===== src/rtl/drv_status_cfg.svh =====
// offsets, field positions, reset values and timing counts of the
// driver status/control bank; assumes a 32-bit byte-addressed port, one word every 4 offsets.
`ifndef DRV_STATUS_CFG_SVH
`define DRV_STATUS_CFG_SVH

`define ADDR_W 8
`define OFF_STATUS 8'h00
`define OFF_IRQ_STAT 8'h04
`define OFF_IRQ_EN 8'h08
`define OFF_IRQ_CLR 8'h0c

`define ON_MSB 31
`define ON_LSB 24
`define MASK_MSB 23
`define MASK_LSB 17
`define OSC_BIT 16
`define MODE_MSB 15
`define MODE_LSB 8
`define FLAG_MSB 7
`define FLAG_LSB 1
`define ACTIVE_BIT 0

// mask order matches flag order: thermal .. undervoltage
`define MASK_RST 7'h02
`define UV_RST 1'h1

`define CLK_HZ 20000000
`define OSC_HI_HZ 100000
`define OSC_LO_HZ 80000
`define OSC_HI_CYC (`CLK_HZ / `OSC_HI_HZ)
`define OSC_LO_CYC (`CLK_HZ / `OSC_LO_HZ)

`endif


===== src/rtl/drv_status_pkg.sv =====
// types of the driver status/control bank; no assumptions.
package drv_status_pkg;

  typedef enum logic [1:0] {
    PM_INDEP,
    PM_PARALLEL,
    PM_HBRIDGE,
    PM_RESERVED
  } pair_mode_t;

  typedef struct packed {
    logic [7:0] on;
    logic [6:0] mask;
    logic osc_sel;
    logic [3:0][1:0] mode;
    logic therm;
    logic uv;
    logic active;
    logic [6:0] ist;
    logic [6:0] ien;
    logic [6:0] prev;
    logic [31:0] rdata;
    logic fault_n;
    logic irq;
    logic [7:0] en;
    logic [7:0] hs;
    logic [7:0] ls;
    logic [7:0] sel;
    logic [7:0] osc_cnt;
    logic tick;
  } state_t;

endpackage


===== src/rtl/driver_status_control_register.sv =====
// status/control register bank of an octal half-bridge driver.
// assumes a synchronous master on a plain strobe port, fault sources
// synchronous to sys_clk_i.
`timescale 1ns/1ns
`include "drv_status_cfg.svh"

module driver_status_control_register (
  input wire logic sys_clk_i,
  input wire logic rst_i,
  input wire logic [7:0] addr_i,
  input wire logic [31:0] wdata_i,
  input wire logic wr_i,
  input wire logic rd_i,
  output logic [31:0] rdata_o,
  input wire logic thermal_i,
  input wire logic overcurrent_i,
  input wire logic open_load_i,
  input wire logic hit_miss_i,
  input wire logic plunger_i,
  input wire logic comm_error_i,
  input wire logic undervoltage_i,
  output logic [7:0] ch_en_o,
  output logic [7:0] ch_hs_o,
  output logic [7:0] ch_ls_o,
  output logic [7:0] ch_cfg_partner_o,
  output logic active_o,
  output logic osc_sel_o,
  output logic pwm_tick_o,
  output logic fault_n_o,
  output logic irq_o
);

  drv_status_pkg::state_t st_reg;
  drv_status_pkg::state_t st_next;
  logic [6:0] flags;
  logic [6:0] wr_clr;
  logic [7:0] osc_lim;
  logic rd_status;
  logic wr_status;

  function automatic logic hit(input logic [7:0] a, input logic [7:0] off);
    return a == off;
  endfunction

  // one pair: returns {en[1:0], hs[1:0], ls[1:0], sel[1:0]}, [1] is upper
  function automatic logic [7:0] pair_decode(input logic [1:0] mode,
                                             input logic [1:0] on,
                                             input logic par_hi);
    logic [1:0] en;
    logic [1:0] hs;
    logic [1:0] ls;
    logic [1:0] sel;
    en = on;
    hs = 2'h0;
    ls = 2'h0;
    sel = 2'h0;
    unique case (drv_status_pkg::pair_mode_t'(mode))
      drv_status_pkg::PM_INDEP: begin
        en = on;
      end
      drv_status_pkg::PM_PARALLEL: begin
        en = {2{par_hi ? on[1] : on[0]}};
        sel = 2'h2;
      end
      drv_status_pkg::PM_HBRIDGE: begin
        // low-side pwm follows the lower channel's configuration
        sel = 2'h2;
        unique case (on)
          2'h0: begin
            en = 2'h0;
          end
          2'h1: begin
            en = 2'h3;
            hs = 2'h1;
            ls = 2'h2;
          end
          2'h2: begin
            en = 2'h3;
            hs = 2'h2;
            ls = 2'h1;
          end
          2'h3: begin
            en = 2'h3;
            ls = 2'h3;
          end
        endcase
      end
      drv_status_pkg::PM_RESERVED: begin
        // reserved code drives nothing rather than guess
        en = 2'h0;
      end
    endcase
    return {en, hs, ls, sel};
  endfunction

  assign rd_status = rd_i && hit(addr_i, `OFF_STATUS);
  assign wr_status = wr_i && hit(addr_i, `OFF_STATUS);
  assign wr_clr = (wr_i && hit(addr_i, `OFF_IRQ_CLR)) ? wdata_i[6:0] : 7'h00;
  assign flags = {st_reg.therm, overcurrent_i, open_load_i, hit_miss_i,
                  plunger_i, comm_error_i, st_reg.uv};
  assign osc_lim = st_reg.osc_sel ? 8'(`OSC_LO_CYC - 1)
                                  : 8'(`OSC_HI_CYC - 1);

  always_comb begin
    logic [7:0] dec;
    dec = 8'h00;
    st_next = st_reg;
    st_next.rdata = 32'h0;
    if (wr_status) begin
      st_next.on = wdata_i[`ON_MSB:`ON_LSB];
      st_next.mask = wdata_i[`MASK_MSB:`MASK_LSB];
      st_next.osc_sel = wdata_i[`OSC_BIT];
      st_next.active = wdata_i[`ACTIVE_BIT];
      // a mode change under a live pair is dropped silently
      for (int p = 0; p < 4; p++) begin
        if (st_reg.on[2*p +: 2] == 2'h0) begin
          st_next.mode[p] = wdata_i[`MODE_LSB + 2*p +: 2];
        end
      end
    end
    if (wr_i && hit(addr_i, `OFF_IRQ_EN)) begin
      st_next.ien = wdata_i[6:0];
    end
    // a raised source beats a clearing read
    st_next.therm = thermal_i | (st_reg.therm & ~rd_status);
    st_next.uv = undervoltage_i | (st_reg.uv & ~rd_status);
    st_next.prev = flags;
    st_next.ist = (flags & ~st_reg.prev) | (st_reg.ist & ~wr_clr);
    st_next.irq = |(st_reg.ist & st_reg.ien);
    st_next.fault_n = ~|(flags & ~st_reg.mask);
    if (rd_i) begin
      if (hit(addr_i, `OFF_STATUS)) begin
        st_next.rdata = {st_reg.on, st_reg.mask, st_reg.osc_sel,
                         st_reg.mode, flags, st_reg.active};
      end else if (hit(addr_i, `OFF_IRQ_STAT)) begin
        st_next.rdata = {25'h0, st_reg.ist};
      end else if (hit(addr_i, `OFF_IRQ_EN)) begin
        st_next.rdata = {25'h0, st_reg.ien};
      end
    end
    for (int p = 0; p < 4; p++) begin
      dec = pair_decode(st_reg.mode[p], st_reg.on[2*p +: 2], p == 2);
      st_next.en[2*p +: 2] = st_reg.active ? dec[7:6] : 2'h0;
      st_next.hs[2*p +: 2] = st_reg.active ? dec[5:4] : 2'h0;
      st_next.ls[2*p +: 2] = st_reg.active ? dec[3:2] : 2'h0;
      st_next.sel[2*p +: 2] = dec[1:0];
    end
    // >= so a switch to the faster rate never overruns the limit
    if (st_reg.osc_cnt >= osc_lim) begin
      st_next.osc_cnt = 8'h00;
      st_next.tick = 1'b1;
    end else begin
      st_next.osc_cnt = st_reg.osc_cnt + 8'h01;
      st_next.tick = 1'b0;
    end
  end

  always_ff @(posedge sys_clk_i or posedge rst_i) begin
    if (rst_i) begin
      st_reg <= '0;
      st_reg.mask <= `MASK_RST;
      st_reg.uv <= `UV_RST;
      st_reg.prev <= 7'h01;
      st_reg.fault_n <= 1'b1;
    end else begin
      st_reg <= st_next;
    end
  end

  assign rdata_o = st_reg.rdata;
  assign ch_en_o = st_reg.en;
  assign ch_hs_o = st_reg.hs;
  assign ch_ls_o = st_reg.ls;
  assign ch_cfg_partner_o = st_reg.sel;
  assign active_o = st_reg.active;
  assign osc_sel_o = st_reg.osc_sel;
  assign pwm_tick_o = st_reg.tick;
  assign fault_n_o = st_reg.fault_n;
  assign irq_o = st_reg.irq;

  // helper: cycles since the last tick and whether the rate moved
  logic [8:0] gap_reg;
  logic osc_chg_reg;
  always_ff @(posedge sys_clk_i or posedge rst_i) begin
    if (rst_i) begin
      gap_reg <= 9'h000;
      osc_chg_reg <= 1'b1;
    end else if (pwm_tick_o) begin
      gap_reg <= 9'h001;
      osc_chg_reg <= 1'b0;
    end else begin
      gap_reg <= gap_reg + 9'h001;
      osc_chg_reg <= osc_chg_reg | (st_next.osc_sel != st_reg.osc_sel);
    end
  end
endmodule


===== config.mk =====
export PLATFORM = sky130hd
export DESIGN_NAME = driver_status_control_register
export DESIGN_NICKNAME = d
export VERILOG_FILES = /design/src/rtl/drv_status_pkg.sv /design/src/rtl/driver_status_control_register.sv
export VERILOG_INCLUDE_DIRS = /design/src /design/src/rtl
export SDC_FILE = /design/constraint.sdc
export NUM_CORES = 1
export LEC_CHECK = 0
export ABC_AREA = 1
export BUFFER_PORTS_ARGS = -buffer_cell sky130_fd_sc_hd__buf_2
export CAP_MARGIN = 20
export CORE_MARGIN = 10
export CORE_UTILIZATION = 25
export CTS_CLUSTER_SIZE = 8
export DETAILED_ROUTE_END_ITERATION = 10
export PLACE_DENSITY = 0.4
export SETUP_SLACK_MARGIN = 0.1
export SLEW_MARGIN = 0
export SYNTH_ARGS = -nofsm -noshare
export SYNTH_HDL_FRONTEND = slang
export SYNTH_SLANG_ARGS = --single-unit

===== constraint.sdc =====
create_clock -name sys_clk_i -period 6.1 [get_ports sys_clk_i]
set_input_delay 0.61 -clock sys_clk_i [delete_from_list [all_inputs] [get_ports sys_clk_i]]
set_output_delay 0.61 -clock sys_clk_i [all_outputs]
set_load 0.05 [all_outputs]

# [After elaboration in Yosys (flattened, before gate mapping)]
# Cells that the tools add are included.
[totals] ff_bits=123 output_inout_bits=69
[op_classes] add_sub_neg=1 n_lt_le_gt_ge=1 eq_ne=27 mux=47 bitwise=13 n_reduce_logical=28
[ops] op="two-way mux 32 bit" count=2
[ops] op="two-way mux 2 bit" count=24
[ops] op="equality test 2 bit, second input constant" count=16
[ops] op="case mux 2 bit (2 select lines)" count=8
[ops] op="case mux 2 bit (4 select lines)" count=4
[ops] op="AND 7 bit" count=4
[ops] op="case mux 2 bit (3 select lines)" count=4
[ops] op="two-way mux 7 bit" count=3
[ops] op="inverter 7 bit" count=3
[ops] op="equality test 2 x 1 -> 1 bit, second input constant" count=8
[ops] op="equality test 8 x 4 -> 1 bit, second input constant" count=2
[ops] op="zero test 2 bit" count=8
[ops] op="OR reduction 7 bit" count=2
[ops] op="OR reduction 3 bit" count=4
[ops] op="two-way mux 9 bit" count=1
[ops] op="adder 8 x 1 -> 8 bit, second input constant" count=1
[ops] op="equality test 8 x 3 -> 1 bit, second input constant" count=1
[ops] op="greater-or-equal comparator 8 bit" count=1
[ops] op="zero test 8 bit" count=1
[ops] op="AND reduction 2 bit" count=4
[ops] op="OR reduction 2 bit" count=4
[ops] op="OR 7 bit" count=1
[ops] op="two-way mux 6 bit" count=1
[ops] op="logical AND 1 bit" count=4
[ops] op="4 further kinds" count=6

# [Longest topological paths before layout]
# Gate-level depths: netlist of the first run.
[depth] word_depth=6 ltp_mapped=9 ltp_nobuf=9

# [Least setup slack after synthesis of the first run]
# Ideal clock, no wire load.
[synth_timing] kind="register to register" startpoint="register st_reg (netlist bit osc_sel_o)" endpoint="register st_reg[1] in the netlist's numbering" t_arrival_ns=1.683 t_required_ns=5.962 setup_slack_ns=4.279 stages_incl_launch_ff=8 path_buffers=0 path_cell_list="dfrtp_1 -> inv_1 -> ha_1 -> nand2_1 -> inv_1 -> nor2_1 -> o21ai_1 -> nor2_1"
[synth_rtl] element="start: declaration" line="driver_status_control_register.sv:33" rtl="drv_status_pkg::state_t st_reg;"
[synth_rtl] element="start signal: assignment" line="driver_status_control_register.sv:166" rtl="st_reg <= st_next;"

# [Final worst setup path of the first run]
[layout_timing] startpoint="register st_reg (netlist bit active_o)" endpoint="output active_o"
[layout_rtl] element="end: declaration" line="driver_status_control_register.sv:26" rtl="output logic active_o,"
# No word-level cell between the ends.

==> qor.csv, run 1 <==
metric,value,unit
via_count,3859,
dp.cells,898,
crit_family,flip-flops,
antenna_found_initial,0,
dieArea,0.0287,mm²
cp-start-kind,flop,
post_cts_resized,0,
drt-initial-drc-count,171,
die_width,169,µm
core_area,0.0219,mm²
final_cells,930,
finalSetupTns,0,ns
synthCells,575,
io_buffers,114,
cts_tree,done,
powerDensity,285,mW/mm²
gp_congestion,0.779,
yosys_warnings,0,
io-pin-count,120,
overflow,0,
antenna_left,0,
die_h,169,µm
crit_fanout,8,
setup_viol,0,
start_util,25.5,%
max_stage_delay,0.59,ns
track_usage,10.2,%
clockBufferDepth,2,
drv_slew,0,
grt_pass1_wl,23000,µm
cts.sinks,119,
finalCoreUtilization,29.6,%
wl_per_cell,15.3,µm
relSlewSlack,47.7,%
largest_reg_flops,52,
grt_max_degree,63,
fin_worst_skew,0.00863,ns
drc_errors,0,
cp-end-kind,primary output,
synth.area.top_cells,"dfrtp_1 52%, buf_4 8.7%, nand2_1 8.1%, nor2_4 4.2%, ha_1 4.0%",
synth_seq_cells,119,
clk_pin_slew,0.06,ns
cp.buffers_inverters,1,
p_leak,3.29,nW
fin_crit_sh,32.2,%
ir_worst_vdd,0.169,mV
ctsHoldBuffers,0,
hold_viol_final,0,
drt-vias-per-instance,4.15,
cp_data_required_time,5.49,ns
wl,14200,µm
rsz0062_at_grt,false,
cts_root_buf,clkbuf_16,
first_global_vias,4216,
crit_chain,buf_2,
synth_top_area_cell,dfrtp_1,
worst_ep_arrival_time,1.35,ns
clock_latency,0.41,ns
num_antenna_cells,0,
seq_area_frac_synth,53.4,%
synth_top_area_share,51.6,%
syn_area_per_cell,9.71,µm²
synth.top_cells.by_count,"120 x nand2_1, 115 x dfrtp_1, 65 x buf_4",
synth-main-ff-cell,dfrtp_1,
synthToLayoutAreaGrowth,15.9,%
slowest_stage,dfrtp_1,
cts_max_level,4,
critPathKind,reg2out,
yosysMostFrequentCell,nand2_1,
synth-edff-count,0,
hp-class,in2reg,
finalCriticalPeriod,1.96,ns
synth_cell_type_count,33,
timing.fmax,509,MHz
cts_setup_buffers,0,
r2r_slack,4.35,ns
num_rows,54,
hpwlAfterDp,10200,µm
drive_above_1_share,28.8,%
numCtsBuffers,17,
synth_area,0.00558,mm²
drv_cap,0,
finalNetCount,706,
synth-async-reset-ratio,100,%
outcome,finished clean,
dr.pass1.iters,6,
worstMarginPinSlew,0.785,ns
## cell usage in the layout (no fill, tap or decap), types with 5 or more instances in the layout
cell,count
clkbuf_16,17
nand4_1,10
o211ai_1,8
nor2_1,49
nor3_1,16
dfrtp_1,115
o21ai_0,12
nand2_1,120
ha_1,18
clkinv_2,5
nand3_1,38
inv_1,51
nor2_4,21
buf_2,114
a21oi_1,9
## path summary, 6_finish.rpt
| kind | start | endpoint | cells after the start |
|---|---|---|---|
| setup / recovery | active_o | active_o | 1 |
| min in group asynchronous | rst_i | st_reg[7] | 2 |
| hold reg to reg | flags[0] | st_reg[75] | 0 |
| max in group asynchronous | rst_i | st_reg[121] | 3 |
| setup reg to reg | osc_sel_o | st_reg[3] | 7 |
| hold / removal | comm_error_i | st_reg[76] | 1 |
## final cells by class
cell class	instances	area, µm²
timing repair buffer	117	593
inverter	53	201
multi-input combinational	329	1820
sequential	119	2980
clock buffer	20	447
clock inverter	12	81.3
tap	280	350
fill	2377	15400
## worst register-to-register path, cell delays in order, from the launching register on
cell     delay (ns)
dfrtp_1        0.42
inv_1          0.14
ha_1           0.33
nand2_1        0.05
inv_1          0.04
nor2_1         0.03
o21ai_1        0.52
nor2_1         0.09
## cell families after synthesis
kind of cell,synth area share [%]
AOI/OAI and AO/OA,3.99
other,0.0672
xor gates and xnor gates,0.628
DFF,53.4
buffers and inverters,14.2
and+or+nand+nor,23.6
adders and majority gates,4.04
## where the power goes
part           leakage (nW)  internal [mW]  switching [mW]
sequential             1.57          0.808          0.0134
clock                 0.252          0.527           0.366
combinational          1.47         0.0327          0.0958
total                  3.29           1.37           0.475
## per-layer routing
layer | global-route usage, % | wire length (µm)
met3 | 3.22 | 813
met1 | 12.5 | 6550
met2 | 16.5 | 6650
met5 | 0 | 0
met4 | 3.68 | 177
## stage by stage
| step | hold WS, ns | cell area (µm²) | power (mW) | setup slack (ns) |
|---|---|---|---|---|
| after global routing | 0.303 | 6470 | 1.93 | 4.07 |
| final | 0.321 | 6470 | 1.84 | 4.14 |
| after global placement | 0.375 | 5940 | 0.965 | 3.80 |
| after detailed placement | 0.376 | 5940 | 0.967 | 3.77 |
| after CTS | 0.298 | 6470 | 1.88 | 4.10 |
| after floorplan | 0.361 | 5590 | 0.923 | 2.34 |
Note: power is estimated with default switching activity, not from simulation.
==> run 2, diff against run 1 <==
--- a/config.mk
+++ b/config.mk
@@ -13,7 +13,7 @@
 export CORE_UTILIZATION = 25
 export CTS_CLUSTER_SIZE = 8
 export DETAILED_ROUTE_END_ITERATION = 10
-export PLACE_DENSITY = 0.4
+export PLACE_DENSITY = 0.41
 export SETUP_SLACK_MARGIN = 0.1
 export SLEW_MARGIN = 0
 export SYNTH_ARGS = -nofsm -noshare
==> constraint.sdc (replaced) <==
create_clock -name sys_clk_i -period 1.6 [get_ports sys_clk_i]
set_input_delay 0.16 -clock sys_clk_i [delete_from_list [all_inputs] [get_ports sys_clk_i]]
set_output_delay 0.16 -clock sys_clk_i [all_outputs]
set_load 0.05 [all_outputs]
==> run 2 against run 1 <==
Against the previous run: count of clock-buffer cells in the layout grew 1; highest routed layer unchanged; via count grew 2.2%; final area grew 7.6%; worst setup slack lost 3.9 ns; wire length grew 1.0%; critical endpoint unchanged; final cell count grew 4.1%; core utilization grew 2.2 points.
==> qor.csv, run 2 (same netlist as run 1, synthesis figures left out) <==
metric,value,unit,change
largest_reg_flops,52,,unchanged
die_h,169,µm,unchanged
cp.depth,2,,+1
start_util,25.5,%,unchanged
track_usage,10.3,%,+0.13 points
hpwlAfterDp,10600,µm,+3.4%
final_common_cell,nand2_1,,
die_width,169,µm,unchanged
grt_max_degree,48,,-24%
max_stage_delay,0.43,ns,-0.16 ns
wl,14300,µm,+1.0%
hold_viol_final,0,,unchanged
p_leak,3.51,nW,+6.7%
dp.cells,909,,+1.2%
first_global_vias,4344,,+3.0%
critPathKind,reg2out,,
worst_ep_arrival_time,1.23,ns,-0.12 ns
layout_common_cells,"119 x nand2_1, 114 x dfrtp_1, 113 x buf_2",,
whs,0.0121,ns,-0.309 ns
placed_area,0.00608,mm²,+2.3%
r2r_end,st_reg[7],,
cp_data_required_time,1.44,ns,-4.05 ns
clock_latency,0.41,ns,about the same
r2r_slack,0.23,ns,-4.12 ns
cts_tree,done,,
slowest_stage,dfrtp_1,,
antenna_found_initial,0,,unchanged
gp_congestion,0.817,,+4.9%
synthToLayoutAreaGrowth,24.7,%,
outcome,finished clean,,
grt_pass1_wl,23300,µm,+1.3%
cts.sinks,119,,unchanged
timing.fmax,722,MHz,
dr.pass1.iters,4,,-2
finalCriticalPeriod,1.39,ns,
total_power,7.51,mW,+310%
cp-start-kind,flop,,
via_count,3944,,+2.2%
crit_fanout,5,,-3
cpMostUsedCell,buf_4,,
io-pin-count,120,,unchanged
powerDensity,1080,mW/mm²,+280%
io_buffers,114,,unchanged
ir_worst_vdd,0.607,mV,+260%
rsz0062_at_grt,false,,
cp.buffers_inverters,2,,+1
numCtsBuffers,17,,unchanged
drt-initial-drc-count,181,,+5.8%
drv_cap,0,,unchanged
hold_path_end,st_reg[99],,
cts_root_buf,clkbuf_16,,
num_antenna_cells,0,,unchanged
cp-end-kind,primary output,,
drc_errors,0,,unchanged
cts_max_level,4,,unchanged
r2r_cells,7,,unchanged
min_from,wdata_i[8],,
setup_viol,0,,unchanged
hold-path-cell-count,3,,+2
antenna_left,0,,unchanged
drt-vias-per-instance,4.07,,-1.8%
wl_per_cell,14.8,µm,-3.0%
crit_family,flip-flops,,
finalNetCount,744,,+5.4%
core_area,0.0219,mm²,unchanged
crit_chain,buf_4 > buf_4,,
clockBufferDepth,2,,unchanged
fin_worst_skew,0.00554,ns,-0.00309 ns
hp-class,in2reg,,
drive_above_1_share,29.8,%,+1.0 points
num_rows,54,,unchanged
drv_slew,0,,unchanged
final_cells,968,,+4.1%
clk_pin_slew,0.06,ns,about the same
dieArea,0.0287,mm²,unchanged
rr_startpoint,osc_sel_o,,
overflow,0,,unchanged
fin_crit_sh,86.6,%,
stdcell_area,0.00696,mm²,+7.6%
==> run 2: changes by cell type in the layout (fill, tap and decap cells not counted), moves of 2 or more <==
cell / delta
buf_12: +4
buf_4: +8
bufinv_16: +2
clkbuf_8: +2
clkinv_2: -2
dlygate4sd3_1: +26
==> run 2: worst reg2reg max path: cells and delay by family (launching register included) <==
family | cells | cell delay [ns]
AOI/OAI and AO/OA | 2 | 0.25
adders and majority gates | 1 | 0.31
buffers and inverters | 1 | 0.07
DFF | 1 | 0.41
and+or+nand+nor | 3 | 0.28
==> run 2: report_power, final <==
part / switching, mW / internal (mW) / leakage [nW]
combinational: 0.377 / 0.187 / 1.66
clock: 1.40 / 2.41 / 0.285
sequential: 0.0496 / 3.08 / 1.57
total: 1.83 / 5.68 / 3.51
==> run 2: cell type report <==
| class | count | area (µm²) |
|---|---|---|
| Multi-Input combinational cell | 330 | 1840 |
| Timing Repair Buffer | 154 | 988 |
| Clock inverter | 11 | 124 |
| Tap cell | 280 | 350 |
| Fill cell | 2298 | 14900 |
| Sequential cell | 119 | 2980 |
| Clock buffer | 21 | 470 |
| Inverter | 53 | 203 |
==> run 2: timing repair <==
item	4_1_cts	5_1_grt
cloned	0	1
hold buffers	26	0
setup buffers	0	0
endpoints found under the setup margin	1	9
hold endpoints to repair	140	0
resized for setup	1	3
==> run 2: how the worst max path moves through the flow <==
| stage | start | endpoint | slack [ns] |
|---|---|---|---|
| after detailed placement | osc_sel_o | st_reg[6] | 0.13 |
| final | active_o | active_o | 0.21 |
| after global routing | osc_sel_o | st_reg[8] | 0.11 |
| after CTS | osc_sel_o | st_reg[5] | 0.13 |
| after floorplan | rst_i | osc_sel_o | -0.14 |
| after global placement | osc_sel_o | st_reg[3] | 0.16 |
==> run 2: routing by layer <==
layer	GRT usage [%]	wire length (µm)
met2	16.6	6760
met3	3.75	959
met1	12.5	6330
met5	0	0
met4	3.90	284
==> run 2: per-stage QoR <==
stage          worst slack [ns]  utilization [%]  TNS, ns
2_1_floorplan            -0.138                -    -1.51
4_1_cts                   0.132             31.7        0
3_3_place_gp              0.163             27.8        0
6_report                  0.214             31.8        0
3_5_place_dp              0.130             27.8        0
5_1_grt                   0.105             31.8        0
